==> src/bbmdp_pkg.sv <==
package bbmdp_pkg;

  // ****************************************
  // widths and timing
  // ****************************************
  localparam int BYTE_W = 8;
  localparam int CNT_W = 16;
  localparam int SYS_CLK_MHZ = 125;
  localparam int BIT_CLK_NS = 160;
  localparam int BIT_HALF_CYC = (BIT_CLK_NS * SYS_CLK_MHZ) / 2000;
  localparam int RAMP_NS = 2000;
  localparam int RAMP_CYC = (RAMP_NS * SYS_CLK_MHZ + 999) / 1000;
  localparam int FIFO_DEPTH = 4;

  // ****************************************
  // synchroniser lanes
  // ****************************************
  localparam int SY_TRANSMIT_POWER_ENABLE = 0;
  localparam int SY_RECEIVE_POWER_ENABLE = 1;
  localparam int SY_TXD = 2;
  localparam int SY_RST = 3;
  localparam int SY_W = 4;

  // ****************************************
  // types
  // ****************************************
  typedef enum logic [1:0] {
    TX_IDLE = 2'h0,
    TX_SEND = 2'h1,
    TX_RAMP = 2'h3
  } bbmdp_tx_t;

  typedef struct packed {
    logic last;
    logic [BYTE_W-1:0] data;
  } bbmdp_rxw_t;

endpackage

==> src/bbmdp_fifo.sv <==
`timescale 1ns/10ps
module bbmdp_fifo #(
  parameter int WIDTH = 8,
  parameter int DEPTH = 4
) (
  // clock and reset
  input wire logic clk,
  input wire logic rst_b,
  input wire logic flush,
  // filling side
  input wire logic in_valid,
  output logic in_ready,
  input wire logic [WIDTH-1:0] in_data,
  // draining side
  output logic out_valid,
  input wire logic out_ready,
  output logic [WIDTH-1:0] out_data
);
  localparam int AW = (DEPTH > 1) ? $clog2(DEPTH) : 1;

  logic [WIDTH-1:0] mem_r [DEPTH];
  logic [AW-1:0] wr_r;
  logic [AW-1:0] rd_r;
  logic [AW:0] cnt_r;
  wire push = in_valid && in_ready;
  wire pop = out_valid && out_ready;

  function automatic logic [AW-1:0] nxt_ptr(input logic [AW-1:0] p);
    nxt_ptr = (p == AW'(DEPTH - 1)) ? '0 : p + 1'b1;
  endfunction

  // honest full and empty from the fill count
  assign in_ready = (cnt_r != (AW+1)'(DEPTH));
  assign out_valid = (cnt_r != '0);
  assign out_data = mem_r[rd_r];

  // storage array
  always_ff @(posedge clk) begin
    if (push) begin
      mem_r[wr_r] <= in_data;
    end
  end

  // pointers and count
  always_ff @(posedge clk or negedge rst_b) begin
    if (!rst_b) begin
      wr_r <= '0;
      rd_r <= '0;
      cnt_r <= '0;
    end else if (flush) begin
      wr_r <= '0;
      rd_r <= '0;
      cnt_r <= '0;
    end else begin
      if (push) wr_r <= nxt_ptr(wr_r);
      if (pop) rd_r <= nxt_ptr(rd_r);
      cnt_r <= cnt_r + (AW+1)'(push) - (AW+1)'(pop);
    end
  end
endmodule

==> src/bbmdp_port.sv <==
`timescale 1ns/10ps
// Behaviour
// controller drops transmit power enable before raising it for a new packet
// keep modulating outputs a while after last transmit chip for ramp-down
// start new acquisition search after last received packet bit
// chip reset pin at 1 holds reset, at 0 normal operation
// transmit power enable rising edge makes transmitter active
// transmit power enable falling edge ends the transmission
// receive power enable high keeps receiver and channel assessment running
// channel clear flag high reports a clear channel
// gain select high asks high gain, low asks low gain
// transmit ready asserted when transmit data can be accepted
// receive ready asserted when received data is ready to deliver
// one generated bit clock times both transmit and receive data
// controller sends transmit data serially on one input
// received data leaves serially on the receive output
// system supplies the master clock all internal clocks derive from
// antenna choose output selects antenna for diversity
// transmit data sampled with the self-generated bit clock
// transmit has priority when both power enables are high
// gain select forced low while transmit power enable is high
// complementary antenna and gain outputs always inverse of true ones
module bbmdp_port #(
  parameter int HALF_CYC = bbmdp_pkg::BIT_HALF_CYC,
  parameter int RAMP_CYC = bbmdp_pkg::RAMP_CYC,
  parameter int DEPTH = bbmdp_pkg::FIFO_DEPTH
) (
  // system clock and reset
  input wire logic CLK_SYS,
  input wire logic RST_B,
  // pins from the controller
  input wire logic TRANSMIT_POWER_ENABLE_IN,
  input wire logic RECEIVE_POWER_ENABLE_IN,
  input wire logic TRANSMIT_SERIAL_IN,
  input wire logic CHIP_RESET_IN,
  // pins to the controller
  output logic PORT_BIT_CLOCK,
  output logic TRANSMIT_READY_OUT,
  output logic RECEIVE_READY_OUT,
  output logic RECEIVE_SERIAL_OUT,
  output logic CHANNEL_CLEAR_FLAG,
  output logic AMP_GAIN_SELECT_OUT,
  output logic AMP_GAIN_SELECT_N,
  output logic ANTENNA_CHOOSE,
  output logic ANTENNA_CHOOSE_N,
  // modulator side
  output logic TX_BYTE_VALID,
  input wire logic TX_BYTE_READY,
  output logic [bbmdp_pkg::BYTE_W-1:0] TX_BYTE,
  output logic MOD_RUN,
  output logic TX_DONE,
  // demodulator side
  input wire logic RX_WORD_VALID,
  output logic RX_WORD_READY,
  input wire bbmdp_pkg::bbmdp_rxw_t RX_WORD,
  input wire logic CHAN_CLEAR_IN,
  input wire logic HIGH_GAIN_IN,
  input wire logic ANT_ALT_IN,
  output logic RX_ENABLE,
  output logic ACQ_RESTART
);
  localparam int BW = bbmdp_pkg::BYTE_W;
  localparam int CW = bbmdp_pkg::CNT_W;

  // ****************************************
  // input synchronisers
  // ****************************************
  logic [bbmdp_pkg::SY_W-1:0] sy1_r;
  logic [bbmdp_pkg::SY_W-1:0] sy2_r;
  logic [bbmdp_pkg::SY_W-1:0] sy3_r;

  // two flops per pin, third only for edge finding
  always_ff @(posedge CLK_SYS or negedge RST_B) begin
    if (!RST_B) begin
      sy1_r <= '0;
      sy2_r <= '0;
      sy3_r <= '0;
    end else begin
      sy1_r <= {CHIP_RESET_IN, TRANSMIT_SERIAL_IN, RECEIVE_POWER_ENABLE_IN,
                TRANSMIT_POWER_ENABLE_IN};
      sy2_r <= sy1_r;
      sy3_r <= sy2_r;
    end
  end

  // decoded pin levels and edges
  wire soft_rst = sy2_r[bbmdp_pkg::SY_RST];
  wire transmit_power_enable = sy2_r[bbmdp_pkg::SY_TRANSMIT_POWER_ENABLE];
  wire receive_power_enable = sy2_r[bbmdp_pkg::SY_RECEIVE_POWER_ENABLE];
  wire txd = sy2_r[bbmdp_pkg::SY_TXD];
  wire transmit_power_enable_rise = transmit_power_enable && !sy3_r[bbmdp_pkg::SY_TRANSMIT_POWER_ENABLE];
  wire transmit_power_enable_fall = !transmit_power_enable && sy3_r[bbmdp_pkg::SY_TRANSMIT_POWER_ENABLE];
  wire rx_on = receive_power_enable && !transmit_power_enable;

  // ****************************************
  // bit clock divider
  // ****************************************
  bbmdp_pkg::bbmdp_tx_t st_r;
  bbmdp_pkg::bbmdp_tx_t st_nxt;
  logic [CW-1:0] div_r;
  logic bclk_r;
  logic rx_busy_r;
  wire clk_run = (st_r == bbmdp_pkg::TX_SEND) || rx_busy_r;
  wire div_end = (div_r == CW'(HALF_CYC - 1));
  wire bit_rise = clk_run && div_end && !bclk_r;
  wire bit_fall = div_end && bclk_r;

  // one clock for both directions, parked low when idle
  always_ff @(posedge CLK_SYS or negedge RST_B) begin
    if (!RST_B) begin
      div_r <= '0;
      bclk_r <= 1'b0;
    end else if (soft_rst || (!clk_run && !bclk_r)) begin
      div_r <= '0;
      bclk_r <= 1'b0;
    end else if (div_end) begin
      div_r <= '0;
      bclk_r <= !bclk_r;
    end else begin
      div_r <= div_r + 1'b1;
    end
  end

  // ****************************************
  // transmit state machine
  // ****************************************
  logic [CW-1:0] ramp_r;
  wire ramp_end = (ramp_r == CW'(RAMP_CYC - 1));

  // idle, sending, ramp-down tail
  always_comb begin
    st_nxt = st_r;
    case (st_r)
      bbmdp_pkg::TX_IDLE: begin
        if (transmit_power_enable_rise) st_nxt = bbmdp_pkg::TX_SEND;
      end
      bbmdp_pkg::TX_SEND: begin
        if (transmit_power_enable_fall) st_nxt = bbmdp_pkg::TX_RAMP;
      end
      bbmdp_pkg::TX_RAMP: begin
        if (ramp_end) st_nxt = bbmdp_pkg::TX_IDLE;
      end
      default: begin
        st_nxt = bbmdp_pkg::TX_IDLE;
      end
    endcase
  end

  // state and tail counter
  always_ff @(posedge CLK_SYS or negedge RST_B) begin
    if (!RST_B) begin
      st_r <= bbmdp_pkg::TX_IDLE;
      ramp_r <= '0;
    end else if (soft_rst) begin
      st_r <= bbmdp_pkg::TX_IDLE;
      ramp_r <= '0;
    end else begin
      st_r <= st_nxt;
      ramp_r <= (st_r == bbmdp_pkg::TX_RAMP) ? ramp_r + 1'b1 : '0;
    end
  end

  // ****************************************
  // transmit deserialiser and buffer
  // ****************************************
  logic [BW-1:0] tsh_r;
  logic [3:0] tcnt_r;
  logic tpush_r;
  logic [BW-1:0] tbyte_r;
  logic tf_in_ready;
  logic tf_out_valid;
  logic [BW-1:0] tf_out_data;
  wire sending = (st_r == bbmdp_pkg::TX_SEND);
  wire take_bit = sending && bit_rise && TRANSMIT_READY_OUT;
  wire byte_full = (tcnt_r == 4'(BW - 1));
  wire tf_pop = !TX_BYTE_VALID; // output register empty, pull the next byte
  wire tx_load = tf_pop && tf_out_valid;

  // msb first shift, byte handed on when eight bits are in
  always_ff @(posedge CLK_SYS or negedge RST_B) begin
    if (!RST_B) begin
      tsh_r <= '0;
      tcnt_r <= '0;
      tpush_r <= 1'b0;
      tbyte_r <= '0;
    end else if (soft_rst || !sending) begin
      tsh_r <= '0;
      tcnt_r <= '0; // partial byte at end is dropped
      tpush_r <= 1'b0;
    end else begin
      if (tpush_r && tf_in_ready) tpush_r <= 1'b0;
      if (take_bit) begin
        tsh_r <= {tsh_r[BW-2:0], txd};
        tcnt_r <= byte_full ? '0 : tcnt_r + 1'b1;
        if (byte_full) begin
          tbyte_r <= {tsh_r[BW-2:0], txd};
          tpush_r <= 1'b1;
        end
      end
    end
  end

  bbmdp_fifo #(
    .WIDTH(BW),
    .DEPTH(DEPTH)
  ) u_tx_fifo (
    .clk(CLK_SYS),
    .rst_b(RST_B),
    .flush(soft_rst),
    .in_valid(tpush_r),
    .in_ready(tf_in_ready),
    .in_data(tbyte_r),
    .out_valid(tf_out_valid),
    .out_ready(tf_pop),
    .out_data(tf_out_data)
  );

  // ****************************************
  // receive serialiser
  // ****************************************
  logic [BW-1:0] rsh_r;
  logic [3:0] rcnt_r;
  logic rlast_r;
  logic rload_r;
  wire rx_take = RX_WORD_VALID && RX_WORD_READY;
  wire rbit_done = rx_busy_r && bit_fall;
  wire rbyte_end = rbit_done && (rcnt_r == 4'(BW - 1));

  // load a word, shift msb first on falling bit clock edges
  always_ff @(posedge CLK_SYS or negedge RST_B) begin
    if (!RST_B) begin
      rsh_r <= '0;
      rcnt_r <= '0;
      rlast_r <= 1'b0;
      rx_busy_r <= 1'b0;
      rload_r <= 1'b0;
      RECEIVE_SERIAL_OUT <= 1'b0;
    end else if (soft_rst || !rx_on) begin
      rcnt_r <= '0;
      rx_busy_r <= 1'b0;
      rload_r <= 1'b0;
      RECEIVE_SERIAL_OUT <= 1'b0;
    end else if (rx_take) begin
      rsh_r <= {RX_WORD.data[BW-2:0], 1'b0};
      rlast_r <= RX_WORD.last;
      rcnt_r <= '0;
      rx_busy_r <= 1'b1;
      rload_r <= 1'b0;
      RECEIVE_SERIAL_OUT <= RX_WORD.data[BW-1];
    end else begin
      rload_r <= !rx_busy_r && !rload_r;
      if (rbit_done) begin
        rsh_r <= {rsh_r[BW-2:0], 1'b0};
        RECEIVE_SERIAL_OUT <= rsh_r[BW-1];
        rcnt_r <= rcnt_r + 1'b1;
        if (rbyte_end) rx_busy_r <= 1'b0;
      end
    end
  end

  // ****************************************
  // pin outputs
  // ****************************************
  wire gain_nxt = HIGH_GAIN_IN && !transmit_power_enable;

  // every pin from a flop
  always_ff @(posedge CLK_SYS or negedge RST_B) begin
    if (!RST_B) begin
      PORT_BIT_CLOCK <= 1'b0;
      TRANSMIT_READY_OUT <= 1'b0;
      RECEIVE_READY_OUT <= 1'b0;
      CHANNEL_CLEAR_FLAG <= 1'b0;
      AMP_GAIN_SELECT_OUT <= 1'b0;
      AMP_GAIN_SELECT_N <= 1'b1;
      ANTENNA_CHOOSE <= 1'b0;
      ANTENNA_CHOOSE_N <= 1'b1;
      RX_ENABLE <= 1'b0;
      ACQ_RESTART <= 1'b0;
      MOD_RUN <= 1'b0;
      TX_DONE <= 1'b0;
      TX_BYTE_VALID <= 1'b0;
      TX_BYTE <= '0;
      RX_WORD_READY <= 1'b0;
    end else begin
      PORT_BIT_CLOCK <= bclk_r;
      TRANSMIT_READY_OUT <= (st_nxt == bbmdp_pkg::TX_SEND) && tf_in_ready
                            && !tpush_r && !soft_rst;
      RECEIVE_READY_OUT <= rx_busy_r && !soft_rst;
      CHANNEL_CLEAR_FLAG <= rx_on && CHAN_CLEAR_IN && !soft_rst;
      AMP_GAIN_SELECT_OUT <= gain_nxt;
      AMP_GAIN_SELECT_N <= !gain_nxt;
      ANTENNA_CHOOSE <= ANT_ALT_IN;
      ANTENNA_CHOOSE_N <= !ANT_ALT_IN;
      RX_ENABLE <= rx_on && !soft_rst;
      ACQ_RESTART <= rbyte_end && rlast_r && !soft_rst;
      MOD_RUN <= (st_nxt != bbmdp_pkg::TX_IDLE) && !soft_rst;
      TX_DONE <= transmit_power_enable_fall && sending;
      TX_BYTE_VALID <= TX_BYTE_VALID ? !TX_BYTE_READY : tf_out_valid; // held until taken
      TX_BYTE <= tx_load ? tf_out_data : TX_BYTE;
      RX_WORD_READY <= rload_r && !rx_take && rx_on && !soft_rst;
    end
  end
endmodule

==> config.mk <==
export PLATFORM = sky130hd
export DESIGN_NAME = bbmdp_port
export DESIGN_NICKNAME = d
export VERILOG_FILES = /design/src/bbmdp_pkg.sv /design/src/bbmdp_fifo.sv /design/src/bbmdp_port.sv
export SDC_FILE = /design/constraint.sdc
export NUM_CORES = 1
export LEC_CHECK = 0
export ABC_AREA = 1
export BUFFER_PORTS_ARGS = -buffer_cell sky130_fd_sc_hd__buf_2
export CAP_MARGIN = 0
export CORE_UTILIZATION = 50
export DETAILED_ROUTE_END_ITERATION = 12
export MAX_ROUTING_LAYER = met4
export PLACE_DENSITY = 0.76
export SLEW_MARGIN = 20
export SYNTH_ARGS = -nofsm -noshare
export SYNTH_HDL_FRONTEND = slang
export SYNTH_SLANG_ARGS = --single-unit
export TNS_END_PERCENT = 20
==> constraint.sdc <==
create_clock -name CLK_SYS -period 5.1 [get_ports CLK_SYS]
set_input_delay 0.51 -clock CLK_SYS [delete_from_list [all_inputs] [get_ports CLK_SYS]]
set_output_delay 0.51 -clock CLK_SYS [all_outputs]
set_load 0.05 [all_outputs]
==> Word level (Yosys, flattened, before mapping) <==
Memory sizes are Yosys's and may differ from the RTL's. A register that Yosys moved wholly into a read port is not among the register bits.
Index checks and enable logic that the tools add are counted.
{ "word_totals": {"ramBits": 32, "regBits": 101, "output_inout_bits": 23, "n_memories": 1, "word_cells": 163, "inputBits": 20} }
{ "memory_table": {"columns": ["name", "words", "width", "rd", "rd_ports_with_merged_regs", "write_ports", "line_no", "rtl"], "rows": [
  ["u_tx_fifo.mem_r", 4, 8, 1, 1, 1, "bbmdp_fifo.sv:21", "logic [WIDTH-1:0] mem_r [DEPTH];"]
]} }
{ "op_classes": {"n_eq_ne": 10, "n_reduce_logical": 64, "n_mux": 44, "add_sub_neg": 8, "bitwise": 2} }
{ "op_table": {"columns": ["cell", "count"], "rows": [
  ["16-bit 2-to-1 mux", 4],
  ["16-bit by 1-bit adder with 16-bit output (second input constant)", 2],
  ["1-bit logical AND", 30],
  ["4-bit 2-to-1 mux", 6],
  ["2-bit 2-to-1 mux", 10],
  ["1-bit 2-to-1 mux", 18],
  ["16-bit by 4-bit equality test with 1-bit output (second input constant)", 1],
  ["16-bit by 8-bit equality test with 1-bit output (second input constant)", 1],
  ["1-bit zero test", 16],
  ["8-bit 2-to-1 mux", 2],
  ["7-bit 2-to-1 mux", 2],
  ["2-bit nonzero test", 6],
  ["3-bit nonzero test", 3],
  ["4-bit by 1-bit adder with 4-bit output (second input constant)", 2],
  ["4-bit by 3-bit equality test with 1-bit output (second input constant)", 2],
  ["2-bit equality test (second input constant)", 3],
  ["2-bit one-hot mux with 3 select lines", 1],
  ["2-bit AND reduction", 3],
  ["2-bit by 1-bit adder with 2-bit output (second input constant)", 2],
  ["2-bit by 1-bit equality test with 1-bit output (second input constant)", 2],
  ["1-bit logical OR", 4],
  ["3-bit by 1-bit adder with 3-bit output", 1],
  ["3-bit 2-to-1 mux", 1],
  ["3-bit != test (second input constant)", 1],
  ["other kinds (4)", 5]
]} }

==> Logic depth before layout (Yosys ltp) <==
{ "logic_depth": {"depth_word": 8, "ltp_mapped": 10, "mapped_depth_nobuf": 10} }

==> By module <==
Synthesis repeated with hierarchy kept, for this count alone.
{ "hier_totals": {"hier_cells": 649, "hier_area_um2": 6261.0} }
{ "by_module_without_submodules": {"columns": ["module", "n_inst", "cells_per_inst", "area_per_inst_um2", "seq_area_each_um2"], "rows": [
  ["bbmdp_port", 1, 497, 4463.0, 2529.9],
  ["bbmdp_fifo", 1, 152, 1798.0, 1136.1]
]} }

==> Least setup slack after synthesis <==
OpenSTA, ideal clock, no wires.
{ "synth_timing": {"kind": "reg-to-reg", "start": "register TX_BYTE_VALID", "end": "register u_tx_fifo.cnt_r[2]", "stages_incl_launch_ff": 10, "setup_ns": 0.118, "required_time_ns": 4.982, "slack_ns": 2.880, "t_arrival_ns": 2.101, "period_less_slack_ns": 2.220, "path_buffers": 1, "cell_sequence": "dfrtp_1 > a21oi_1 > clkbuf_1 > ha_1 > inv_1 > ha_1 > inv_1 > fa_1 > xor2_1 > nor2_1"} }
{ "synth_via": {"elab_chain_cells": 4} }
{ "synth_rtl": {"columns": ["item", "line_no", "rtl"], "rows": [
  ["from (decl)", "bbmdp_port.sv:47", "output logic TX_BYTE_VALID,"],
  ["from (signal assigned)", "bbmdp_port.sv:298", "TX_BYTE_VALID <= TX_BYTE_VALID ? !TX_BYTE_READY : tf_out_valid;"],
  ["1-bit zero test", "bbmdp_port.sv:176", "wire tf_pop = !TX_BYTE_VALID;"],
  ["1-bit logical AND", null, null],
  ["named net tx_load", "bbmdp_port.sv:177", "wire tx_load = tf_pop && tf_out_valid;"],
  ["3-bit by 1-bit subtractor with 3-bit output", "bbmdp_fifo.sv:57", "cnt_r <= cnt_r + (AW+1)'(push) - (AW+1)'(pop);"],
  ["3-bit 2-to-1 mux", "bbmdp_fifo.sv:50", "end else if (flush) begin"],
  ["to (signal assigned)", "bbmdp_fifo.sv:57", null],
  ["to (decl)", "bbmdp_fifo.sv:24", "logic [AW:0] cnt_r;"]
]} }
The timed path passes the listed nets, and every way through them passes these cells.
A chain may end at the register's enable or synchronous reset.

==> Worst setup path after layout <==
{ "layout_timing": {"start": "register u_tx_fifo.cnt_r[1]", "end": "register u_tx_fifo.cnt_r[2]"} }
{ "layout_via": {"elab_chain_cells": 5, "elab_cells_between_ends": 7, "classes_between": "2 x add/sub; 1 x eq/ne; 1 x mux; 3 x reduce/logical"} }
{ "layout_rtl": {"columns": ["item", "line_no", "rtl"], "rows": [
  ["3-bit != test", "bbmdp_fifo.sv:33", "assign in_ready = (cnt_r != (AW+1)'(DEPTH));"],
  ["1-bit logical AND", "bbmdp_fifo.sv:25", "wire push = in_valid && in_ready;"],
  ["3-bit by 1-bit adder with 3-bit output", "bbmdp_fifo.sv:57", null],
  ["3-bit by 1-bit subtractor with 3-bit output (*)", "bbmdp_fifo.sv:57", null],
  ["3-bit 2-to-1 mux (*)", "bbmdp_fifo.sv:50", null]
]} }
Every way passes the cells marked *; elsewhere a longest branch is shown, timed or not.

==> results.py <==
metrics = {
    "clock_tree": {
        "cts_buffer_depth": 2,
        "clk_latency_ns": 0.42,
        "postCtsSetupBuffers": 0,
        "cts-root-buf": "clkbuf_16",
        "h-tree-depth": 4,
        "cts-hold-fix-buffers": 0,
        "clk_pin_slew_ns": 0.06,
        "cts_resized": 0,
        "cts_made_buffers": 17,
        "cts_tree": "built",
        "clkSinkCount": 140,
    },
    "layout": {
        "antenna_cells": 0,
        "multi_input_area_sq_um": 2081,
        "drive_above_1_share_pct": 13.69,
        "fin_cells": 859,
        "area_growth_pct": 15.46,
        "fillers": 974,
        "post-route-util_pct": 60.34,
        "seq_area_sq_um": 3666,
        "final_net_count": 737,
    },
    "timing": {
        "clock_skew_ns": 0.007618,
        "fin_crit_sh_pct": 38.21,
        "slew_viol_final": 0,
        "hold-worst-slack_ns": 0.1477,
        "maxSlewHeadroom_pct": 43.72,
        "hold_viol_final": 0,
        "rsz0062_at_grt": "no",
        "post-route-min-period_ns": 1.949,
        "fmax_mhz": 513.2,
        "worstMarginPinSlew_ns": 0.8410,
        "setup_viol": 0,
        "tns_ns": 0,
    },
    "floorplan": {
        "pin_count": 43,
        "die_area_sq_um": 12580,
        "die_w_um": 112.2,
        "initial_core_util_pct": 52.26,
        "fp-row-count": 39,
        "fp.coreArea_sq_um": 11610,
        "die_h_um": 112.2,
    },
    "detailed_routing": {
        "drc": 3,
        "top_layer_used": "met4",
        "vias_per_cell": 5.168,
        "finalWirelength_um": 11640,
        "dr_wl_met2_um": 5839,
        "first_pass_iters": 8,
        "dr_total_vias": 4439,
        "detailedRoute.firstIterationViolations": 262,
        "wire_per_inst_um": 13.54,
        "wl_met3_um": 428,
        "drt-met1-wl_um": 5273,
        "ant_nets": 0,
    },
    "logic_synthesis": {
        "synth_compound_area_share_pct": 6.287,
        "synth.avg_cell_area_sq_um": 9.367,
        "synthAdderAreaFrac_pct": 3.010,
        "ys_ff_latch": 140,
        "syn_nets": 682,
        "yosys.cell_types.count": 35,
        "synthMuxAreaShare_pct": 0,
        "ys_seq_area_share_pct": 60.40,
        "synth_xor_area_share_pct": 1.587,
        "synthCells": 648,
        "syn_area_sq_um": 6070,
        "synth_top_family_by_area": "simple AND/OR/NAND/NOR gates",
        "synth-simple-area-share_pct": 23.40,
        "yosys_warnings": 0,
    },
    "placement": {
        "post-place-cells": 827,
        "dpl.hpwl_um": 7971,
        "io_buffer_count": 42,
        "place_congestion": 0.8878,
    },
    "pwr": {
        "power.total_mw": 2.420,
        "p_seq_share_pct": 47.9,
        "comb_power_share_pct": 2.6,
        "p_per_area_nw_per_um2": 345.3,
        "vdd_drop_max_v": 0.0002425,
        "leakagePower_nw": 3.197,
        "p_sw_mw": 0.5090,
        "switching_share_pct": 21.03,
        "p_int_mw": 1.911,
        "clockPowerShare_pct": 49.6,
    },
    "run_status": {
        "failed_checks": "DRC",
        "outcome": "finished, violations left",
    },
    "grt": {
        "grt_pass1_wl_um": 19930,
        "grt_util_all_layers_pct": 20.93,
        "gr-total-overflow": 0,
        "antenna_found_initial": 0,
        "grt_pass1_vias": 4378,
        "grt_max_degree": 58,
    },
    "setup_path": {
        "crit_top_cell": "inv_1",
        "critPathSlowestCell": "dfrtp_1",
        "arrival_ns": 2.24,
        "cp-start-kind": "flop",
        "path_cells": "inv_1 > a21oi_1 > ha_1 > inv_1 > ha_1 > inv_1 > fa_1 > xor2_1 > nor2_1",
        "critPathMaxFanout": 3,
        "worst_ep_required_time_ns": 5.39,
        "cp-end-kind": "flop",
        "path_class": "reg2reg",
        "cpPeakStageDelay_ns": 0.42,
    },
    "flow_run": {
        "maxCapViolCount": 0,
    },
    "hold_path": {
        "hold_class": "in2async",
    },
}
-- registers in the layout, indices dropped and copies added, names as in the netlist, 2 cells and up --
name	cells
TX_BYTE	8
div_r	16
ramp_r	16
rcnt_r	4
rsh_r	7
st_r	2
sy1_r	4
sy2_r	4
tbyte_r	8
tcnt_r	4
tsh_r	7
u_tx_fifo.cnt_r	3
u_tx_fifo.mem_r	32
u_tx_fifo.rd_r	2
u_tx_fifo.wr_r	2
-- per-stage QoR --
step	cell area, sq um	worst slack (ns)
2_1_floorplan	6070	2.880
3_3_place_gp	6429	3.280
3_5_place_dp	6429	3.203
4_1_cts	7008	3.147
5_1_grt	7008	3.003
6_report	7008	3.151
-- Yosys cell counts --
master / count / area, sq um
dfrtp_1: 106 / 2653
o22ai_1: 1 / 6.260
nand4_2: 1 / 12.51
inv_1: 63 / 236.5
a31oi_1: 10 / 62.56
buf_6: 2 / 22.52
edfxtp_1: 32 / 960.9
nand3b_1: 3 / 22.52
nor2_1: 120 / 450.4
clkinv_1: 2 / 7.510
inv_2: 6 / 22.52
o21a_1: 3 / 22.52
o21ai_2: 2 / 17.52
o21ai_0: 35 / 175.2
nand4_1: 10 / 62.56
buf_2: 2 / 10.01
a21oi_1: 15 / 75.07
a211oi_1: 2 / 15.01
nand3_1: 35 / 175.2
nor2_2: 5 / 31.28
o31ai_1: 1 / 7.510
nand2_1: 142 / 533.0
nor3b_1: 1 / 7.510
nand2_2: 3 / 18.77
xnor2_1: 3 / 26.28
nor2_4: 3 / 33.78
clkbuf_1: 4 / 15.01
dfstp_2: 2 / 52.55
fa_1: 1 / 20.02
inv_6: 1 / 8.760
nand3_4: 1 / 17.52
nor3_1: 9 / 45.04
nand3_2: 1 / 10.01
ha_1: 13 / 162.7
xor2_1: 8 / 70.07
-- path summary, 6_finish.rpt --
path                       slack, ns  cells after the start                         start                           end
max                             3.15                      9  u_tx_fifo.cnt_r[1]$_DFF_PN0_  u_tx_fifo.cnt_r[2]$_DFF_PN0_
min                             0.15                      1                         RST_B            div_r[2]$_DFF_PN0_
max reg2reg                     3.15                      9  u_tx_fifo.cnt_r[1]$_DFF_PN0_  u_tx_fifo.cnt_r[2]$_DFF_PN0_
min reg2reg                     0.35                      0            sy1_r[0]$_DFF_PN0_            sy2_r[0]$_DFF_PN0_
max in group asynchronous       3.86                      2                         RST_B        tbyte_r[5]$_DFFE_PN0P_
min in group CLK_SYS            0.20                      1      TRANSMIT_POWER_ENABLE_IN            sy1_r[0]$_DFF_PN0_
-- per-layer routing --
metal | vias to the layer above | GRT usage (%)
met2 | 85 | 34.04
met4 | 0 | 9.156
met1 | 2133 | 25.05
li1 | 2213 | -
met5 | - | -
met3 | 8 | 4.914
-- power groups by stage --
| stage | clock network, mW | logic [mW] | registers, mW |
|---|---|---|---|
| finish | 1.20 | 0.0618 | 1.16 |
| detailed placement | 0 | 0.0635 | 1.18 |
| floorplan | 0 | 0.0179 | 1.19 |
| global placement | 0 | 0.0615 | 1.18 |
| CTS | 1.22 | 0.0637 | 1.16 |
| global route | 1.27 | 0.0697 | 1.16 |
-- layout by cell type (no fill, tap or decap), types with 3 or more instances in the layout --
cell / Yosys / routed
clkbuf_1: 4 / 3
xnor2_1: 3 / 3
nand2_2: 3 / 3
a31oi_1: 10 / 10
nand3_1: 35 / 35
clkinv_2: 0 / 5
ha_1: 13 / 13
dfrtp_1: 106 / 106
nor2_1: 120 / 120
o21ai_0: 35 / 35
inv_1: 63 / 63
xor2_1: 8 / 8
clkbuf_16: 0 / 18
nand2_1: 142 / 142
nor3_1: 9 / 9
nor2_2: 5 / 5
buf_2: 2 / 41
a21oi_1: 15 / 15
buf_4: 0 / 3
o21a_1: 3 / 3
inv_2: 6 / 6
nand3b_1: 3 / 3
edfxtp_1: 32 / 32
nor2_4: 3 / 3
nand4_1: 10 / 10
-- critical path, delay by kind of cell, from the launching register on --
family | cells | cell delay [ns]
buffers and inverters | 3 | 0.19
AND/OR/NAND/NOR | 1 | 0.05
flip-flops | 1 | 0.42
XOR/XNOR | 1 | 0.17
AO/OA/AOI/OAI | 1 | 0.21
adder cells (fa/ha/maj) | 3 | 0.78
-- kinds of logic (layout without fill, tap and decap cells) --
logic type	count (synthesis)	after routing
xor+xnor	11	11
simple gates	334	334
fa+ha+maj	14	14
flops	140	140
buf+inv	80	148
compound gates	69	69
-- area by class of cell --
type	instances	area share, %
multi-input cells	428	29.69
repair buffers	44	3.249
flip-flops and latches	140	52.31
well taps	143	2.553
clock buffers	21	6.588
inverters	72	3.928
clock inverters	11	1.678
No activity file was read; power rests on OpenSTA's default activity.
